==> src/rtl/emb_pkg.sv <==
// Package of widths, modes and reset values for the embedded multiplier block
package emb_pkg;
    // ***********************
    // Widths
    // ***********************
    localparam int WIDE_W = 18;
    localparam int NARROW_W = 9;
    localparam int WIDE_P_W = 36;
    localparam int NARROW_P_W = 18;
    localparam int HALF_LO = 0;
    localparam int HALF_HI = 1;
    localparam int LANES = 2;
    localparam int SELS = 4;
    // ***********************
    // Register select bits
    // ***********************
    localparam int SEL_A0 = 0;
    localparam int SEL_B0 = 1;
    localparam int SEL_A1 = 2;
    localparam int SEL_B1 = 3;
    localparam logic [WIDE_W-1:0] OPND_RST = 18'h00000;
    localparam logic [WIDE_P_W-1:0] PROD_RST = 36'h000000000;
    localparam logic SIGN_RST = 1'b0;
    // ***********************
    // Modes
    // ***********************
    typedef enum logic {
        EMB_MODE_WIDE,
        EMB_MODE_DUAL
    } emb_mode_t;
endpackage

==> src/rtl/emb_mult.sv <==
// Embedded multiplier block: one 18x18 or two 9x9 multipliers with optional registers
module emb_mult (
    input wire logic clk_sys_i,
    input wire logic sys_rst_i,
    input wire logic ce_i,
    input wire emb_pkg::emb_mode_t mode_i,
    input wire logic [emb_pkg::WIDE_W-1:0] data_a_i,
    input wire logic [emb_pkg::WIDE_W-1:0] data_b_i,
    input wire logic sign_a_i = emb_pkg::SIGN_RST,
    input wire logic sign_b_i = emb_pkg::SIGN_RST,
    input wire logic [emb_pkg::SELS-1:0] in_reg_en_i,
    input wire logic sign_a_reg_en_i,
    input wire logic sign_b_reg_en_i,
    input wire logic [emb_pkg::LANES-1:0] out_reg_en_i,
    output logic [emb_pkg::WIDE_P_W-1:0] result_o,
    output logic result_signed_o
);
    localparam int NW = emb_pkg::NARROW_W;
    localparam int NP = emb_pkg::NARROW_P_W;
    localparam int WW = emb_pkg::WIDE_W;
    localparam int WP = emb_pkg::WIDE_P_W;

    // ***********************
    // Product and select helpers
    // ***********************
    // Operands sign-extended to product width, so the low bits are exact for any sign mix
    function automatic logic [WP-1:0] mul_wide(
        input logic [WW-1:0] a,
        input logic [WW-1:0] b,
        input logic sa,
        input logic sb
    );
        logic [WP-1:0] ea;
        logic [WP-1:0] eb;
        ea = {{WW{sa & a[WW-1]}}, a};
        eb = {{WW{sb & b[WW-1]}}, b};
        return ea * eb;
    endfunction

    function automatic logic [NP-1:0] mul_narrow(
        input logic [NW-1:0] a,
        input logic [NW-1:0] b,
        input logic sa,
        input logic sb
    );
        logic [NP-1:0] ea;
        logic [NP-1:0] eb;
        ea = {{NW{sa & a[NW-1]}}, a};
        eb = {{NW{sb & b[NW-1]}}, b};
        return ea * eb;
    endfunction

    // Bypass flag of one stage; in wide mode an upper select copies the lower one
    function automatic logic sel_byp(
        input logic wide_m,
        input logic en_own,
        input logic en_lo
    );
        return wide_m ? ~en_lo : ~en_own;
    endfunction

    // ***********************
    // Input registers
    // ***********************
    // Four 9-bit input sections: low and high halves of A and B
    logic [WW-1:0] opnd_a;
    logic [WW-1:0] opnd_b;
    logic sgn_a;
    logic sgn_b;
    logic [emb_pkg::SELS-1:0] in_byp;
    logic [NW-1:0] in_d [emb_pkg::SELS];
    logic [NW-1:0] in_q [emb_pkg::SELS];
    logic wide;

    assign wide = (mode_i == emb_pkg::EMB_MODE_WIDE);
    assign in_d[emb_pkg::SEL_A0] = data_a_i[NW-1:0];
    assign in_d[emb_pkg::SEL_B0] = data_b_i[NW-1:0];
    assign in_d[emb_pkg::SEL_A1] = data_a_i[WW-1:NW];
    assign in_d[emb_pkg::SEL_B1] = data_b_i[WW-1:NW];

    // Wide mode: upper half follows the lower half's choice per operand
    always_comb begin
        in_byp[emb_pkg::SEL_A0] = ~in_reg_en_i[emb_pkg::SEL_A0];
        in_byp[emb_pkg::SEL_B0] = ~in_reg_en_i[emb_pkg::SEL_B0];
        in_byp[emb_pkg::SEL_A1] = sel_byp(wide, in_reg_en_i[emb_pkg::SEL_A1], in_reg_en_i[emb_pkg::SEL_A0]);
        in_byp[emb_pkg::SEL_B1] = sel_byp(wide, in_reg_en_i[emb_pkg::SEL_B1], in_reg_en_i[emb_pkg::SEL_B0]);
    end

    // Input sections share the block's clock, enable and clear
    genvar gi;
    generate
        for (gi = 0; gi < emb_pkg::SELS; gi++) begin : g_in
            emb_opt_reg #(.W(NW)) u_in (
                .clk_sys_i(clk_sys_i),
                .sys_rst_i(sys_rst_i),
                .ce_i(ce_i),
                .bypass_i(in_byp[gi]),
                .d_i(in_d[gi]),
                .q_o(in_q[gi])
            );
        end
    endgenerate

    // Registered or bypassed halves rejoin into full operands
    assign opnd_a = {in_q[emb_pkg::SEL_A1], in_q[emb_pkg::SEL_A0]};
    assign opnd_b = {in_q[emb_pkg::SEL_B1], in_q[emb_pkg::SEL_B0]};

    // ***********************
    // Sign controls
    // ***********************
    // One sign register per operand serves both narrow lanes
    logic sgn_a_byp;
    logic sgn_b_byp;

    assign sgn_a_byp = ~sign_a_reg_en_i;
    assign sgn_b_byp = ~sign_b_reg_en_i;

    emb_opt_reg #(.W(1)) u_sgn_a (
        .clk_sys_i(clk_sys_i),
        .sys_rst_i(sys_rst_i),
        .ce_i(ce_i),
        .bypass_i(sgn_a_byp),
        .d_i(sign_a_i),
        .q_o(sgn_a)
    );

    emb_opt_reg #(.W(1)) u_sgn_b (
        .clk_sys_i(clk_sys_i),
        .sys_rst_i(sys_rst_i),
        .ce_i(ce_i),
        .bypass_i(sgn_b_byp),
        .d_i(sign_b_i),
        .q_o(sgn_b)
    );

    // ***********************
    // Multiplier stage
    // ***********************
    logic [WP-1:0] prod;
    logic [NW-1:0] lane_a [emb_pkg::LANES];
    logic [NW-1:0] lane_b [emb_pkg::LANES];
    logic [NP-1:0] prod_lane [emb_pkg::LANES];
    logic prod_signed;

    // Two independent narrow lanes on the halves of both operands
    generate
        for (gi = 0; gi < emb_pkg::LANES; gi++) begin : g_lane
            assign lane_a[gi] = opnd_a[gi*NW +: NW];
            assign lane_b[gi] = opnd_b[gi*NW +: NW];
            assign prod_lane[gi] = mul_narrow(lane_a[gi], lane_b[gi], sgn_a, sgn_b);
        end
    endgenerate

    // Mode is a static level; a change mid-stream mixes stale register halves
    always_comb begin
        if (wide) begin
            prod = mul_wide(opnd_a, opnd_b, sgn_a, sgn_b);
        end else begin
            prod = {prod_lane[emb_pkg::HALF_HI], prod_lane[emb_pkg::HALF_LO]};
        end
        prod_signed = sgn_a | sgn_b;
    end

    // ***********************
    // Output registers
    // ***********************
    // One 36-bit section in wide mode, two 18-bit sections in dual mode
    logic [emb_pkg::LANES-1:0] out_byp;
    logic [WP-1:0] res;
    logic res_sgn;

    always_comb begin
        out_byp[emb_pkg::HALF_LO] = ~out_reg_en_i[emb_pkg::HALF_LO];
        out_byp[emb_pkg::HALF_HI] = sel_byp(wide, out_reg_en_i[emb_pkg::HALF_HI],
                                            out_reg_en_i[emb_pkg::HALF_LO]);
    end

    generate
        for (gi = 0; gi < emb_pkg::LANES; gi++) begin : g_out
            emb_opt_reg #(.W(NP)) u_out (
                .clk_sys_i(clk_sys_i),
                .sys_rst_i(sys_rst_i),
                .ce_i(ce_i),
                .bypass_i(out_byp[gi]),
                .d_i(prod[gi*NP +: NP]),
                .q_o(res[gi*NP +: NP])
            );
        end
    endgenerate

    // Result sign follows the lower section's register choice
    emb_opt_reg #(.W(1)) u_out_sgn (
        .clk_sys_i(clk_sys_i),
        .sys_rst_i(sys_rst_i),
        .ce_i(ce_i),
        .bypass_i(out_byp[emb_pkg::HALF_LO]),
        .d_i(prod_signed),
        .q_o(res_sgn)
    );

    // ***********************
    // Result drive
    // ***********************
    assign result_o = res;
    assign result_signed_o = res_sgn;
endmodule // emb_mult

==> src/rtl/emb_opt_reg.sv <==
// Optional register stage with shared enable and asynchronous clear
module emb_opt_reg #(
    parameter int W = 18
) (
    input wire logic clk_sys_i,
    input wire logic sys_rst_i,
    input wire logic ce_i,
    input wire logic bypass_i,
    input wire logic [W-1:0] d_i,
    output logic [W-1:0] q_o
);
    logic [W-1:0] held;
    logic [W-1:0] next_held;

    always_comb begin
        next_held = ce_i ? d_i : held;
    end

    always_ff @(posedge clk_sys_i or posedge sys_rst_i) begin
        if (sys_rst_i) begin
            held <= '0;
        end else begin
            held <= next_held;
        end
    end

    assign q_o = bypass_i ? d_i : held;
endmodule // emb_opt_reg

==> config.mk <==
export PLATFORM = sky130hd
export DESIGN_NAME = emb_mult
export DESIGN_NICKNAME = d
export VERILOG_FILES = /design/src/rtl/emb_pkg.sv /design/src/rtl/emb_mult.sv /design/src/rtl/emb_opt_reg.sv
export SDC_FILE = /design/constraint.sdc
export NUM_CORES = 1
export LEC_CHECK = 0
export ABC_AREA = 1
export ABC_CLOCK_PERIOD_IN_PS = 22000
export BUFFER_PORTS_ARGS = -buffer_cell sky130_fd_sc_hd__buf_2
export CORE_ASPECT_RATIO = 1.5
export CORE_MARGIN = 10
export CORE_UTILIZATION = 25
export CTS_CLUSTER_DIAMETER = 200
export DETAILED_ROUTE_END_ITERATION = 6
export PLACE_DENSITY = 0.42
export SYNTH_ARGS = -nofsm -noshare
export SYNTH_HDL_FRONTEND = slang
export SYNTH_SLANG_ARGS = --single-unit
==> constraint.sdc <==
create_clock -name clk_sys_i -period 22 [get_ports clk_sys_i]
set_input_delay 2.2 -clock clk_sys_i [delete_from_list [all_inputs] [get_ports clk_sys_i]]
set_output_delay 2.2 -clock clk_sys_i [all_outputs]
set_load 0.01 [all_outputs]
==> impl_results.md <==
* Outcome: complete, no violations
* Hold_buf cts at 0
* Critical Path Sink Type: output pin
* Critical path peak fanout at 45
* Worst skew pair latency at 0.42 ns
* Vias in the first global route at 19,500
* Gpl congestion at 0.914
* Input/output buffers at 86
* Post-cts resize count at 0
* Vias/cell at 4.48
* Final Hold Fails at 0
* Post-synth EDFFs at 0
* Drt drc at 0
* Worst min path class: flop to flop
* Post-synth ARST share at 1.00
* Hold EP: g_out[1].u_out.held[16]
* GRT overflow at 0
* Crit-path most repeated cell: fa_1
* Clock-pin slew on the worst setup and hold paths at 0.07 ns
* Setup crit start kind: input port
* CTS max path bufs at 2
* Distinct cell type count after synthesis at 47
* # rows at 133
* Core ar. at 87,700 sq um
* Initial antenna violation count at 0
* Post-route ant nets at 0
* CTS tree: done
* Reg2reg end: g_out[1].u_out.held[13]
* RSZ-0062 raised after global routing: false
* WHS Path Cells at 2
* CTS Buf Count at 9
* Clk sinks at 75
* CP bufs+invs at 9
* Die ar. at 101,000 sq um
* Setup tns final at 0 ns
* Setup bufs post-CTS at 0
* Cell family with most CP delay: adder cells
* Slew headroom at 0.279
* Cell count after synthesis at 2,841
* Layout Nets at 3,582
* First-pass GRT wire length at 124,000 um
* Worst hold path startpoint: g_out[1].u_out.held[16]
* DR WL/cell at 20.5 um
* Ant diodes at 0
* Largest cells by area after synthesis: fa_1 (41%), inv_1 (12%), nand2_1 (11%)
* Largest area contributor in the netlist: fa_1
* DP HPWL at 70,000 um
* DR iter-0 viols at 947
* R2R Setup Slk at 14.23 ns
* Htree depth at 3
* Syn_area_per_cell at 7.79 sq um
* Pins Over Slew Limit at 0
* Share of Yosys cell area claimed by the top area cell type at 0.407
* I/O pin count at 87
* Share of cells above drive strength 1 at 0.0623
* Sequential share of the synthesized area at 0.0848
* #FFs+latches synth at 75
* Final Setup Violations at 0
* Largest net degree at the start of global routing at 63
* Tcrit/Tclk final at 0.613
* CP Class: input port to output pin
* RR Startpoint: g_in[2].u_in.held[4]
* Starting Density at 0.252
* Syn_nets at 3,525
* Post-Syn Area at 22,100 sq um
* Measured slew at the worst slew-check pin at 1.07 ns
* Final min period at 13.49 ns
* Pre-Repair DR Iteration Count at 7
* Clock root buffer: clkbuf_16
* # Max-Cap Violations at 0
* Top-count cell post-synth: inv_1
* Filler cell count at 9,690
* Synth warn at 0
* CP max-delay cell: o21ai_0
* Worst EP required at 19.80 ns
* Post-synth top cells: inv_1 (701), nand2_1 (621), fa_1 (450)
* Die Y at 384 um
* GRT Total Usage at 0.165
* F_max at 74.1 MHz
* Crit path DAT at 11.29 ns
* Main synth FF type: dfrtp_1
* DRT Wirelength at 83,000 um
* Reg2reg path depth at 27
* Area growth, synth to finish at 9.37%
* Clock Skew at 0.0158 ns
* Crit-path max cell delay at 0.93 ns
* Die W at 263 um
* Via count at 18,100
cell usage in the layout, fill, tap and decap left out, types with 2 or more instances in the layout:
master and instances:
inv_1 699, nand2_1 621, fa_1 450, nor2_1 270
ha_1 184, o21ai_0 140, nand3_1 96, buf_2 85
dfrtp_1 75, a21oi_1 72, buf_4 30, o21ai_1 18
clkinv_1 13, xor2_1 11, xnor2_1 11, nor3_1 10
o21ai_2 10, clkbuf_16 9, o21bai_1 8, nand4_1 8
nand3b_1 8, inv_2 8, nand2_2 8, a31oi_1 7
or2_2 6, nand3_2 6, a21o_1 4, nand2_4 4
o21a_1 3, a21boi_0 3, and2_1 2, inv_4 2
nor2_4 2, nor2_2 2, clkinv_4 2
cells by family after synthesis:
family,synth area share
buf+inv,0.136
compound gates,0.0663
fa+ha+maj,0.511
mux,0.000452
simple gates,0.193
flops,0.0848
xor+xnor,0.00871
layer usage:
layer / wire, um / vias to the layer above / global-route usage
met4: 4340 / 0 / 0.0840
met5: 0 / - / 0
li1: - / 8501 / -
met3: 2020 / 130 / 0.0142
met1: 31400 / 9161 / 0.177
met2: 45300 / 350 / 0.317
metrics by stage:
| stage | instance area, sq um | setup slack, ns | hold slack (ns) | std cells | util |
|---|---|---|---|---|---|
| final | 24200 | 8.51 | 0.482 | 4050 | 0.276 |
| after global routing | 24200 | 8.10 | 0.495 | 4050 | 0.276 |
| after CTS | 24200 | 8.55 | 0.485 | 4050 | 0.276 |
| after detailed placement | 23900 | 8.58 | 0.466 | 4034 | 0.273 |
| after global placement | 23900 | 8.62 | 0.465 | 4034 | 0.273 |
| after floorplan | 22100 | 11.23 | 0.442 | 2841 | - |
state kept, by name, indices dropped and copies added (netlist names):
name / count
g_in.u_in.held: 36
u_sgn_b.held: 1
u_out_sgn.held: 1
u_sgn_a.held: 1
g_out.u_out.held: 36
how the worst max path moves through the flow:
stage | to | cells past startpoint | start | slack [ns]
2_1_floorplan | result_o[23] | 35 | mode_i | 11.23
3_3_place_gp | result_o[32] | 30 | mode_i | 8.62
3_5_place_dp | result_o[32] | 30 | mode_i | 8.58
4_1_cts | result_o[32] | 30 | mode_i | 8.55
5_1_grt | result_o[23] | 32 | mode_i | 8.10
6_report | result_o[32] | 30 | mode_i | 8.51
cell type report:
type,count,area [sq um],share of cell area
repair buffers,115,651,0.0269
clock buffers,10,229,0.00946
clock inverters,6,50.0,0.00207
inverters,722,2720,0.112
well taps,1147,1440,0.0593
multi-input cells,1975,17200,0.713
flip-flops and latches,75,1880,0.0775
tightest hold or removal path, cell delays in order, from the launching register on:
cell	delay, ns
dfrtp_1	0.34
nand2_1	0.05
nand2_1	0.05
Power is not shown: default switching activity piles up to over one toggle a cycle in this logic, so the estimate is an artifact.
